### src/include/tilt_port_pkg.sv
package tilt_port_pkg;

	// ********************************************************************
	// Register map and field positions.
	// ********************************************************************
	localparam logic [7:0] X_SAMPLE_IDX  = 8'h00;
	localparam logic [7:0] Y_SAMPLE_IDX  = 8'h01;
	localparam logic [7:0] STATE_IDX     = 8'h02;
	localparam logic [7:0] SETUP_IDX     = 8'h04;
	localparam logic [7:0] PART_ID_IDX   = 8'h08;
	localparam logic [7:0] ZERO_BYTE     = 8'h00;
	localparam logic [7:0] SETUP_RESET   = 8'h00;
	localparam logic [7:0] SAMPLE_RESET  = 8'h00;
	localparam int         SLEEP_BIT     = 7;
	localparam int         IRQ_BIT       = 7;

	// ********************************************************************
	// Bus framing constants.
	// ********************************************************************
	localparam logic [3:0] BITS_PER_BYTE = 4'h8;
	localparam logic [6:0] DEFAULT_ADDR  = 7'h10;
	// Arbitrary identification value, not tied to any real part.
	localparam logic [7:0] DEFAULT_ID    = 8'h00;

	// Serial engine states, one-hot.
	typedef enum logic [5:0] {
		ST_IDLE   = 6'b00_0001,
		ST_ADDR   = 6'b00_0010,
		ST_ACK    = 6'b00_0100,
		ST_RXDATA = 6'b00_1000,
		ST_TXDATA = 6'b01_0000,
		ST_TXACK  = 6'b10_0000
	} serial_state_type;

endpackage

### src/verilog/pin_sync.sv
`timescale 1ns/100ps
module pin_sync (
	// Clock and reset.
	input  wire logic CORE_CLK_I,
	input  wire logic RST_N_I,
	// Asynchronous pin and its synchronised copy.
	input  wire logic pin_i,
	output logic      sync_o
);

	logic meta_ff;

	// Two flops; the first is read only by the second. Idle bus rests high.
	always_ff @(posedge CORE_CLK_I or negedge RST_N_I) begin
		if (!RST_N_I) begin
			meta_ff <= 1'b1;
			sync_o  <= 1'b1;
		end else begin
			meta_ff <= pin_i;
			sync_o  <= meta_ff;
		end
	end

endmodule // pin_sync

### src/verilog/tilt_serial_port.sv
`timescale 1ns/100ps
module tilt_serial_port
	import tilt_port_pkg::*;
#(
	parameter logic [6:0] BUS_ADDR = 7'h10,
	parameter logic [7:0] PART_ID  = DEFAULT_ID
) (
	// Clock and reset.
	input  wire logic       CORE_CLK_I,
	input  wire logic       RST_N_I,
	// Two-wire bus pins.
	input  wire logic       SCL_I,
	input  wire logic       SDA_I,
	output logic            SDA_O,
	output logic            SDA_OE_O,
	// Sensor core side.
	input  wire logic [7:0] X_AXIS_SAMPLE_I,
	input  wire logic [7:0] Y_AXIS_SAMPLE_I,
	input  wire logic [7:0] STATE_I,
	output logic            STATE_READ_O,
	output logic [7:0]      DETECT_SETUP_O,
	output logic            SLEEP_REQUEST_O
);

	// ********************************************************************
	// Pin synchronisation and edge detection.
	// ********************************************************************
	logic scl_s;
	logic sda_s;
	logic scl_d_ff;
	logic sda_d_ff;

	pin_sync u_scl_sync (
		.CORE_CLK_I (CORE_CLK_I),
		.RST_N_I    (RST_N_I),
		.pin_i      (SCL_I),
		.sync_o     (scl_s)
	);

	pin_sync u_sda_sync (
		.CORE_CLK_I (CORE_CLK_I),
		.RST_N_I    (RST_N_I),
		.pin_i      (SDA_I),
		.sync_o     (sda_s)
	);

	// Delayed copies give the edges of the synchronised lines.
	always_ff @(posedge CORE_CLK_I or negedge RST_N_I) begin
		if (!RST_N_I) begin
			scl_d_ff <= 1'b1;
			sda_d_ff <= 1'b1;
		end else begin
			scl_d_ff <= scl_s;
			sda_d_ff <= sda_s;
		end
	end

	// Start and stop are data edges while clock stays high.
	wire scl_rise  = scl_s & ~scl_d_ff;
	wire scl_fall  = ~scl_s & scl_d_ff;
	wire start_det = scl_s & scl_d_ff & sda_d_ff & ~sda_s;
	wire stop_det  = scl_s & scl_d_ff & ~sda_d_ff & sda_s;

	// ********************************************************************
	// Serial engine state.
	// ********************************************************************
	serial_state_type state_ff;
	serial_state_type nxt_state;
	logic [7:0]       shift_ff;
	logic [3:0]       bit_cnt_ff;
	logic [7:0]       ptr_ff;
	logic             rd_dir_ff;
	logic             ptr_loaded_ff;
	logic             sda_low_ff;
	logic             host_nack_ff;
	logic [7:0]       setup_ff;

	// Register read decoding; unmapped and write-only numbers read zero.
	function automatic logic [7:0] read_reg(input logic [7:0] idx);
		case (idx)
			X_SAMPLE_IDX: read_reg = X_AXIS_SAMPLE_I;
			Y_SAMPLE_IDX: read_reg = Y_AXIS_SAMPLE_I;
			STATE_IDX:    read_reg = STATE_I;
			PART_ID_IDX:  read_reg = PART_ID;
			default:      read_reg = ZERO_BYTE;
		endcase
	endfunction

	// Byte the pointer selects; a process so that the sample inputs wake it.
	logic [7:0] rd_data;
	always_comb rd_data = read_reg(ptr_ff);

	wire [7:0] rx_byte    = {shift_ff[6:0], sda_s};
	wire       byte_done  = (bit_cnt_ff == BITS_PER_BYTE - 4'h1);
	wire       addr_match = (rx_byte[7:1] == BUS_ADDR);
	wire       setup_hit  = (ptr_ff == SETUP_IDX);
	wire [7:0] ptr_inc    = ptr_ff + 8'h01;
	wire       wr_commit  = (state_ff == ST_RXDATA) && scl_rise &&
	                        byte_done && ptr_loaded_ff;
	// The acknowledge slot opens on the eighth fall and ends on the ninth.
	wire       ack_slot   = (bit_cnt_ff != BITS_PER_BYTE);
	wire       ack_open   = (state_ff == ST_ACK) && scl_fall && !ack_slot;
	wire       ack_end    = (state_ff == ST_ACK) && scl_fall && ack_slot;
	wire       tx_load    = ack_end && rd_dir_ff;
	wire       tx_next    = (state_ff == ST_TXACK) && scl_rise && !sda_s;

	// Next-state decode; start from any state restarts address phase.
	always_comb begin
		nxt_state = state_ff;
		case (state_ff)
			ST_IDLE:   nxt_state = ST_IDLE;
			ST_ADDR:
				if (scl_rise && byte_done)
					nxt_state = addr_match ? ST_ACK : ST_IDLE;
			ST_ACK:
				if (ack_end)
					nxt_state = rd_dir_ff ? ST_TXDATA : ST_RXDATA;
			ST_RXDATA:
				if (scl_rise && byte_done)
					nxt_state = ST_ACK;
			ST_TXDATA:
				if (scl_fall && byte_done)
					nxt_state = ST_TXACK;
			ST_TXACK:
				if (scl_fall)
					nxt_state = host_nack_ff ? ST_IDLE : ST_TXDATA;
			default:   nxt_state = ST_IDLE;
		endcase
		if (start_det)
			nxt_state = ST_ADDR;
		else if (stop_det)
			nxt_state = ST_IDLE;
	end

	// State, bit counter and shift register follow the serial clock.
	always_ff @(posedge CORE_CLK_I or negedge RST_N_I) begin
		if (!RST_N_I) begin
			state_ff   <= ST_IDLE;
			bit_cnt_ff <= 4'h0;
			shift_ff   <= ZERO_BYTE;
		end else begin
			state_ff <= nxt_state;
			if (start_det || ack_end ||
			    (state_ff == ST_TXACK && scl_fall)) begin
				bit_cnt_ff <= 4'h0;
			end else if (ack_open) begin
				bit_cnt_ff <= bit_cnt_ff + 4'h1;
			end else if (scl_rise &&
			             (state_ff == ST_ADDR || state_ff == ST_RXDATA)) begin
				bit_cnt_ff <= bit_cnt_ff + 4'h1;
				shift_ff   <= rx_byte;
			end else if (scl_fall && state_ff == ST_TXDATA) begin
				bit_cnt_ff <= bit_cnt_ff + 4'h1;
				shift_ff   <= {shift_ff[6:0], 1'b0};
			end
			if (tx_load || (state_ff == ST_TXACK && scl_fall))
				shift_ff <= rd_data;
		end
	end

	// Direction, pointer and host acknowledge capture.
	always_ff @(posedge CORE_CLK_I or negedge RST_N_I) begin
		if (!RST_N_I) begin
			rd_dir_ff     <= 1'b0;
			ptr_loaded_ff <= 1'b0;
			ptr_ff        <= ZERO_BYTE;
			host_nack_ff  <= 1'b0;
		end else begin
			if (state_ff == ST_ADDR && scl_rise && byte_done) begin
				rd_dir_ff     <= sda_s;
				ptr_loaded_ff <= 1'b0;
			end
			if (state_ff == ST_RXDATA && scl_rise && byte_done) begin
				ptr_loaded_ff <= 1'b1;
				ptr_ff <= ptr_loaded_ff ? ptr_inc : rx_byte;
			end
			if (tx_next || (state_ff == ST_TXACK && scl_rise && sda_s))
				ptr_ff <= ptr_inc;
			if (state_ff == ST_TXACK && scl_rise)
				host_nack_ff <= sda_s;
		end
	end

	// Detection setup register; writes elsewhere are dropped.
	always_ff @(posedge CORE_CLK_I or negedge RST_N_I) begin
		if (!RST_N_I)
			setup_ff <= SETUP_RESET;
		else if (wr_commit && setup_hit)
			setup_ff <= rx_byte;
	end

	// ********************************************************************
	// Open-drain data driver.
	// ********************************************************************
	// Changes on clock falls, and clears on a start or stop, so data is stable while clock is high.
	always_ff @(posedge CORE_CLK_I or negedge RST_N_I) begin
		if (!RST_N_I)
			sda_low_ff <= 1'b0;
		else if (start_det || stop_det)
			sda_low_ff <= 1'b0;
		else if (scl_fall) begin
			case (nxt_state)
				ST_ACK:    sda_low_ff <= 1'b1;
				ST_TXDATA: sda_low_ff <= (state_ff == ST_ACK ||
				                          state_ff == ST_TXACK) ?
				                         ~rd_data[7] :
				                         ~shift_ff[6];
				default:   sda_low_ff <= 1'b0;
			endcase
		end
	end

	// Pin only pulled low or released; never driven high.
	assign SDA_O    = 1'b0;
	assign SDA_OE_O = sda_low_ff;

	// Status read strobe clears the core's pending flag.
	assign STATE_READ_O    = (tx_load || (state_ff == ST_TXACK && scl_fall &&
	                          !host_nack_ff)) && (ptr_ff == STATE_IDX);
	assign DETECT_SETUP_O  = setup_ff;
	assign SLEEP_REQUEST_O = setup_ff[SLEEP_BIT];

	// ********************************************************************
	// Checks.
	// ********************************************************************
	chk_sda_never_high: assert property (@(posedge CORE_CLK_I)
		disable iff (!RST_N_I)
		SDA_O == 1'b0 && (state_ff != ST_IDLE || !SDA_OE_O))
		else $error("data line driven high or pulled while idle");
	chk_drive_clock_low: assert property (@(posedge CORE_CLK_I)
		disable iff (!RST_N_I) $changed(sda_low_ff) && !start_det &&
		!$past(start_det) |-> !$past(scl_s))
		else $error("data drive changed while clock high");
	chk_start_restarts: assert property (@(posedge CORE_CLK_I)
		disable iff (!RST_N_I) start_det |=> state_ff == ST_ADDR)
		else $error("start did not restart address phase");
	chk_stop_idles: assert property (@(posedge CORE_CLK_I)
		disable iff (!RST_N_I) stop_det && !start_det |=>
		state_ff == ST_IDLE && !sda_low_ff)
		else $error("stop did not idle the port");
	chk_addr_ack: assert property (@(posedge CORE_CLK_I)
		disable iff (!RST_N_I) state_ff == ST_ADDR && scl_rise &&
		byte_done && !addr_match && !start_det |=>
		state_ff == ST_IDLE)
		else $error("foreign address acknowledged");
	chk_ack_drives: assert property (@(posedge CORE_CLK_I)
		disable iff (!RST_N_I) state_ff == ST_ACK && ack_slot && scl_s |->
		sda_low_ff)
		else $error("acknowledge not held low");
	chk_txack_release: assert property (@(posedge CORE_CLK_I)
		disable iff (!RST_N_I) state_ff == ST_TXACK && scl_s |->
		!sda_low_ff)
		else $error("line not released for host acknowledge");
	chk_setup_write: assert property (@(posedge CORE_CLK_I)
		disable iff (!RST_N_I) wr_commit && setup_hit && !start_det |=>
		setup_ff == $past(rx_byte))
		else $error("setup write lost");
	chk_ptr_advance: assert property (@(posedge CORE_CLK_I)
		disable iff (!RST_N_I) tx_next |=>
		ptr_ff == $past(ptr_inc))
		else $error("pointer did not advance after read byte");
	chk_sleep_bit: assert property (@(posedge CORE_CLK_I)
		disable iff (!RST_N_I) $changed(SLEEP_REQUEST_O) |->
		$past(wr_commit && setup_hit))
		else $error("sleep request changed without a setup write");

	cov_write_setup: cover property (@(posedge CORE_CLK_I)
		wr_commit && setup_hit);
	cov_read_state: cover property (@(posedge CORE_CLK_I) STATE_READ_O);
	cov_host_nack: cover property (@(posedge CORE_CLK_I)
		state_ff == ST_TXACK && scl_rise && sda_s);
	cov_restart: cover property (@(posedge CORE_CLK_I)
		start_det && state_ff != ST_IDLE);

endmodule // tilt_serial_port
### config.mk
export PLATFORM = sky130hd
export DESIGN_NAME = tilt_serial_port
export DESIGN_NICKNAME = d
export VERILOG_FILES = /design/src/include/tilt_port_pkg.sv /design/src/verilog/pin_sync.sv /design/src/verilog/tilt_serial_port.sv
export SDC_FILE = /design/constraint.sdc
export NUM_CORES = 1
export LEC_CHECK = 0
export BUFFER_PORTS_ARGS = -buffer_cell sky130_fd_sc_hd__buf_2
export CORE_MARGIN = 2
export CORE_UTILIZATION = 57
export DETAILED_ROUTE_END_ITERATION = 8
export PLACE_DENSITY = 0.84
export SYNTH_ARGS = -nofsm -noshare
export SYNTH_HDL_FRONTEND = slang
export SYNTH_HIERARCHICAL = 1
export SYNTH_SLANG_ARGS = --single-unit
### constraint.sdc
create_clock -name CORE_CLK_I -period 2.3 [get_ports CORE_CLK_I]
set_input_delay 0.23 -clock CORE_CLK_I [delete_from_list [all_inputs] [get_ports CORE_CLK_I]]
set_output_delay 0.23 -clock CORE_CLK_I [all_outputs]
set_load 0.02 [all_outputs]
Word level (Yosys, flattened, before mapping):

Cells that the tools add are included.

* output and inout bits: 12
* word-level logic and storage cells: 113
* input port bits: 28
* flip-flop bits (word level): 43

* bitwise gates (word level): 13
* add/subtract/negate cells: 2
* reduce and logical (&&, ||, !) cells: 38
* mux-type cells: 30
* eq/ne operators: 15

Operators by type and width (count)
* $mux W6: 7
* $mux W7: 5
* $pmux W6 S5: 1
* $mux W8: 3
* $pmux W8 S3: 1
* $logic_and A1 B1 Y1: 20
* $mux W4: 4
* $eq A6 B3 Y1 const B: 2
* $eq A6 B5 Y1 const B: 2
* $mux W5: 2
* $add A8 B1 Y8 const B: 1
* $eq A8 B1 Y1 const B: 1
* $eq A8 B2 Y1 const B: 1
* $eq A8 B3 Y1 const B: 1
* $logic_not A8 Y1: 1
* $logic_or A1 B1 Y1: 8
* $and A1 B1 Y1: 7
* $eq A7 B5 Y1 const B: 1
* $eq A6 B2 Y1 const B: 1
* $eq A6 B4 Y1 const B: 1
* $eq A6 B6 Y1 const B: 1
* $not A1 Y1: 6
* $reduce_bool A2 Y1: 3
* $mux W1: 5
* 10 further kinds: 13

Depth between registers and ports, before layout:

Gate-level depths: netlist of the first run.

* word-level depth: 12
* gate-level depth with buffers: 8
* gate-level depth less buffers: 7

By module:

The synthesis of the first run kept the hierarchy.

By module, submodules not included
* tilt_serial_port: area each 2502.4 um^2, seq. area each 979.7 um^2, times used 1, cells an instance 260
* pin_sync: area each 52.6 um^2, seq. area each 52.6 um^2, times used 2, cells an instance 2

Worst setup path after synthesis of the first run:

No wires, ideal clock.

* kind: register to output
* start: register ptr_ff[2]
* end: output port STATE_READ_O
* path buffers: 0
* arrival: 1.763 ns
* cell stages (with the launch flop): 4
* setup slack: 0.307 ns
* required time: 2.070 ns
* cells stage by stage: dfrtp_1 or4_4 nor4b_2 and2_1

* longest elaborated chain between the ends: 2

Ends and longest elaborated chain
* from (decl): line tilt_serial_port.sv:71 `logic [7:0] ptr_ff;`
* from (signal assigned): line tilt_serial_port.sv:175 `ptr_ff <= ptr_loaded_ff ? ptr_inc : rx_byte;`
* from (signal assigned): line tilt_serial_port.sv:178 `ptr_ff <= ptr_inc;`
* $eq A8 B2 Y1: line tilt_serial_port.sv:219 `!host_nack_ff)) && (ptr_ff == STATE_IDX);`
* $logic_and A1 B1 Y1: line tilt_serial_port.sv:219
* to (decl): line tilt_serial_port.sv:20 `output logic STATE_READ_O,`

No other way between the ends.

Final worst setup path of the first run:

* start: register ptr_ff[3]
* end: output port STATE_READ_O

The elaborated chain is that of the path after synthesis.

==> flow_metrics.tcl, run 1 <==
set metrics [dict create \
    status "finished, final reports clean" \
    setup_tns_ns 0 \
    worst-setup-path-type "reg -> out" \
    core_area_sq_um 4380 \
    drt-wirelength-per-cell_microns 16.7 \
    top_usage_layer "met2" \
    synth.net_count 298 \
    die-height_microns 71.6 \
    wl_microns 5990 \
    die_w_microns 71.6 \
    final_common_cell "buf_2" \
    cap_violations 0 \
    dr.pass1.iters 7 \
    critPathBufInv 1 \
    r2r-start "state_ff[2]" \
    synth-edff-count 0 \
    met2_usage 0.370 \
    synthFlopType "dfrtp_1" \
    fin_skew_ns 0.00584 \
    clk_latency_ns 0.30 \
    viasPerCell 6.22 \
    synth_area_leaders "dfrtp_1 (35%), dfstp_2 (7.1%), mux2_2 (3.9%)" \
    met3_usage 0.0534 \
    drt_iter0_markers 203 \
    crit_path_start_kind "register" \
    use_met1 0.369 \
    r2r_cells 5 \
    r2r_setup_slack_ns 0.15 \
    grt_pass1_wl_microns 10200 \
    final_util 0.683 \
    diodes 0 \
    die-area_sq_um 5130 \
    cts_root_buf "clkbuf_8" \
    ctsHoldBuffers 0 \
    grt_max_degree 44 \
    synth_area_sq_um 2610 \
    startpoint "ptr_ff[3]" \
    rows 24 \
    num_vias 2232 \
    dp_hpwl_microns 4410 \
    worstSetupEndpointType "output pin" \
    cpLargestDelayFamily "simple AND/OR/NAND/NOR gates" \
    synth_top_area_share 0.345 \
    hold_viol_final 0 \
    grt_pass1_vias 2125 \
    synth_seq_cells 43 \
    drcViolationCount 0 \
    fmax_mhz 463 \
    slew_violations 0 \
    hold_path.class "in -> reg" \
    synth_cell_types 65 \
    critPathRequiredTime_ns 2.07 \
    dp_cells 351 \
    final.min_clock_period_ns 2.16 \
    port-buffer-count 38 \
    gr-total-overflow 0 \
    layout_setup_ws_ns 0.140 \
    clk_pin_slew_ns 0.09 \
    powerDensity_nw_per_um2 563 \
    crit_path_end "STATE_READ_O" \
    max_slew_margin 0.376 \
    stdcell_count 359 \
    synth_top_cell_by_area "dfrtp_1" \
    start_util 0.595 \
    cts_resized 0 \
    cts.sinks 43 \
    post-cts-setup-buffer-count 0 \
    synth-seq-area-share 0.416 \
    area_growth_pct 14.8 \
    r2r_end "state_ff[1]" \
    cts_buffers 5 \
    h-tree-depth 2 \
    drive_above_1_share 0.287 \
    setup_violations 0 \
    cp_num_cells 4 \
    cp_max_fo 6 \
    grt_setup_unrepaired "false" \
    place_ws_ns 0.188 \
    tightest_slew_ns 0.937 \
    p_leak_nw 1.41 \
    cp.arrival_ns 1.93 \
    slowest_stage "or4_4" \
    track_usage 0.255 \
    yosysWarningCount 6 \
    crit_chain "or4_4, nor4b_2, and2_1, buf_2" \
    worst_ir_drop_vdd_mv 0.497 \
    place_congestion 0.937 \
    avgSynthCellArea_sq_um 9.88 \
    synthCells 264 \
    io_pins 40 \
    nNetsFinal 340 \
    crit_path_max_incr_delay_ns 0.59 \
    clock_path_buffers 2 \
    synthArstFlopShare 1.00 \
    cts_tree "done" \
    drtAntennaViolNets 0 \
    finalCritPeriodShare 0.939 \
    final_cell_mix "buf_2 (38), dfrtp_1 (36), nand2_1 (20), a21oi_1 (20), o21ai_0 (14)" \
    antenna_found_initial 0 \
]
-- worst min path at each step --
| stage | startpoint | endpoint | depth (start not counted) |
|---|---|---|---|
| final | SDA_I | u_sda_sync/meta_ff | 1 |
| after global routing | SDA_I | u_sda_sync/meta_ff | 1 |
| after CTS | SDA_I | u_sda_sync/meta_ff | 1 |
| after detailed placement | SDA_I | u_sda_sync/meta_ff | 1 |
| after global placement | SDA_I | u_sda_sync/meta_ff | 1 |
| after floorplan | RST_N_I | DETECT_SETUP_O[0] | 0 |
-- worst reg2reg max path, stage by stage, from the launching register on --
cell and delay [ns]:
dfrtp_1 0.47, or3_4 0.42, nor3_1 0.39, a21boi_0 0.39
o21ai_0 0.16, a22oi_1 0.23
-- cells in the mapped netlist (8+ instances only) --
master / instances
a21oi_1: 20
and3_1: 8
dfrtp_1: 36
mux2_2: 9
nand2_1: 20
nor2_1: 12
o21ai_0: 14
-- per-layer routing --
layer  wire, microns  vias up
met1            2830     1033
li1                -     1073
met5               0        -
met3             399       19
met2            2630      107
met4             134        0
-- per-stage QoR --
step	instance area, sq um	hold WS [ns]	total power [mW]
2_1_floorplan	2610	-0.0656	0.917
6_report	2990	0.0183	1.68
5_1_grt	2990	0.00232	1.74
4_1_cts	2990	0.0111	1.69
3_5_place_dp	2860	0.337	0.984
3_3_place_gp	2860	0.335	0.975
-- logic make-up (layout without fill, tap and decap cells) --
group,count (synthesis),count (layout),synth area share
adders and majority gates,6,6,0.0288
buffers and inverters,19,62,0.0384
other,1,1,0.00144
muxes,16,16,0.0657
DFF,43,43,0.416
and+or+nand+nor,100,100,0.243
xor gates and xnor gates,3,3,0.0101
AOI/OAI and AO/OA,76,76,0.196
-- flip-flops by register name (all words and copies together) (netlist names), 4 cells and up --
register        flops
DETECT_SETUP_O      8
bit_cnt_ff          4
ptr_ff              8
shift_ff            7
state_ff            6
-- power by group --
part,internal (mW),leakage (nW),switching (mW)
clock,0.433,0.0644,0.282
combinational,0.0647,0.777,0.0785
sequential,0.790,0.573,0.0361
-- cell type report --
| class | count | area [sq um] |
|---|---|---|
| clock inverters | 3 | 67.6 |
| clock buffers | 5 | 68.8 |
| fillers | 326 | 1390 |
| repair buffers | 47 | 258 |
| inverters | 7 | 26.3 |
| well taps | 52 | 65.1 |
| multi-input cells | 202 | 1420 |
| flip-flops and latches | 43 | 1080 |
No activity file was read; power rests on OpenSTA's default activity.
==> run 2, diff against run 1 <==
--- a/config.mk
+++ b/config.mk
@@ -14,3 +14,4 @@
 export SYNTH_HDL_FRONTEND = slang
 export SYNTH_HIERARCHICAL = 1
 export SYNTH_SLANG_ARGS = --single-unit
+export TNS_END_PERCENT = 100
==> constraint.sdc (replaced) <==
create_clock -name CORE_CLK_I -period 2.13 [get_ports CORE_CLK_I]
set_input_delay 0.213 -clock CORE_CLK_I [delete_from_list [all_inputs] [get_ports CORE_CLK_I]]
set_output_delay 0.213 -clock CORE_CLK_I [all_outputs]
set_load 0.02 [all_outputs]
==> run 2 against run 1 <==
The flow now finishes with violations (setup timing). Setup slack lost 0.17 ns. Critical path depth increased by 2. Hold slack worse by 0.0063 ns. Register-to-register slack got worse by 0.18 ns. Final cell count increased by 5.0%. Critical endpoint is now state_ff[0]. First-iteration DRC count shrank 9.9%. Via count is 7.3% higher. Clock-buffer cell count up 1. Flip-flop and latch count is the same. Highest routed layer unchanged. Wire length is 13% higher. Power increased by 8.2%.
==> flow_metrics.tcl, run 2 (same netlist as run 1, synthesis figures left out) <==
set metrics [dict create \
    status "finished, violations left" \
    violations "setup timing" \
    final_cell_mix "buf_2 (37), dfrtp_1 (34), buf_4 (26), nand2_1 (20), a21oi_1 (19)" \
    ff_latch_area_sq_um 1090 \
    tightest_slew_ns 0.593 \
    viasPerCell 6.36 \
    fmax_mhz 463 \
    cts_root_buf "clkbuf_8" \
    cts_buffers 5 \
    top_usage_layer "met2" \
    slowest_stage "or4b_1" \
    crit_path_max_incr_delay_ns 0.53 \
    max_slew_margin 0.601 \
    layout_setup_ws_ns -0.0290 \
    setup_tns_ns -0.0290 \
    gr-total-overflow 0 \
    worst_ir_drop_vdd_mv 0.658 \
    hold_path.class "in -> reg" \
    cp_max_fo 5 \
    clk_pin_slew_ns 0.09 \
    r2r_setup_slack_ns -0.03 \
    final_common_cell "buf_2" \
    diodes 0 \
    start_util 0.595 \
    setup_violations 1 \
    dr.pass1.iters 5 \
    track_usage 0.277 \
    placed_area_sq_um 2940 \
    cpLargestDelayFamily "simple AND/OR/NAND/NOR gates" \
    grt_max_degree 44 \
    rows 24 \
    drtAntennaViolNets 0 \
    clock_path_buffers 2 \
    cp.arrival_ns 2.36 \
    slew_violations 0 \
    p_leak_nw 1.51 \
    place_congestion 0.995 \
    area_growth_pct 21.8 \
    crit_path_start_kind "register" \
    h-tree-depth 2 \
    die-area_sq_um 5130 \
    finalCritPeriodShare 1.01 \
    multi_input_area_sq_um 1460 \
    die_w_microns 71.6 \
    fin_skew_ns 0.00879 \
    hold_viol_final 0 \
    die-height_microns 71.6 \
    cap_violations 0 \
    num_vias 2396 \
    io_pins 40 \
    met3_usage 0.0478 \
    worstSetupEndpointType "register" \
    critPathRequiredTime_ns 2.33 \
    drt_iter0_markers 183 \
    antenna_found_initial 0 \
    powerDensity_nw_per_um2 573 \
    use_met1 0.367 \
    fillers 307 \
    wl_microns 6790 \
    core_area_sq_um 4380 \
    drt-wirelength-per-cell_microns 18.0 \
    final.min_clock_period_ns 2.16 \
    cts.sinks 43 \
    stdcell_area_sq_um 3180 \
    clk_latency_ns 0.30 \
    grt_pass1_wl_microns 11000 \
    drive_above_1_share 0.348 \
    met2_usage 0.447 \
    dp_hpwl_microns 4740 \
    worst-setup-path-type "reg -> reg" \
    cts_tree "done" \
    nNetsFinal 358 \
    drcViolationCount 0 \
    critPathBufInv 1 \
    crit_chain "or4b_1, nor4_1, buf_4, nor2_1, a2111oi_1, o22ai_1" \
    grt_pass1_vias 2352 \
    port-buffer-count 38 \
]
[run 2: routing by layer]
metal,up-vias,routed length [microns]
li1,1100,-
met4,0,153
met2,126,3240
met5,-,0
met3,20,458
met1,1150,2940
[run 2: layout make-up]
class                      count  area share
clock buffer                   6      0.0228
clock inverter                 2      0.0189
inverter                       7     0.00827
multi-input combinational    202       0.461
sequential                    43       0.342
tap                           52      0.0205
timing repair buffer          65       0.126
[run 2: final timing paths]
kind,start,depth (start not counted),endpoint
worst max-delay path,shift_ff[3],6,state_ff[0]
worst min-delay path,SDA_I,1,u_sda_sync/meta_ff
worst min register to register,u_scl_sync/meta_ff,0,u_scl_sync/sync_o
worst max register to register,shift_ff[3],6,state_ff[0]
min in group asynchronous,RST_N_I,3,SDA_OE_O
max in group asynchronous,RST_N_I,3,state_ff[4]
[run 2: timing repair]
item | in CTS | in global routing
endpoints found under the hold margin | 16 | 0
buffers inserted | 3 | 3
resized for setup | 4 | 10
gates cloned | 0 | 0
hold buffers | 1 | 0
endpoints found under the setup margin | 1 | 7
pin swaps | 3 | 4
[run 2: worst register-to-register path, delay by kind of cell (launching register included)]
kind	cells	cell delay, ns
compound gates	2	0.66
flops	1	0.45
buf+inv	1	0.18
simple gates	3	0.78
[run 2: where the power goes]
part	total (mW)	switching [mW]	internal, mW	leakage (nW)
clock network	0.765	0.296	0.469	0.0654
logic	0.165	0.0899	0.0750	0.877
registers	0.892	0.0396	0.853	0.570
[run 2: metrics by stage]
step / std cells / utilization / power, mW / setup WS, ns / hold WS [ns]
2_1_floorplan: 264 / - / 0.990 / 0.154 / -0.0826
3_3_place_gp: 362 / 0.670 / 1.05 / 0.121 / 0.306
3_5_place_dp: 362 / 0.670 / 1.07 / 0.0609 / 0.318
4_1_cts: 374 / 0.712 / 1.82 / 0.00345 / 0.00703
5_1_grt: 377 / 0.725 / 1.88 / -0.0827 / 0.00434
6_report: 377 / 0.725 / 1.82 / -0.0290 / 0.0120
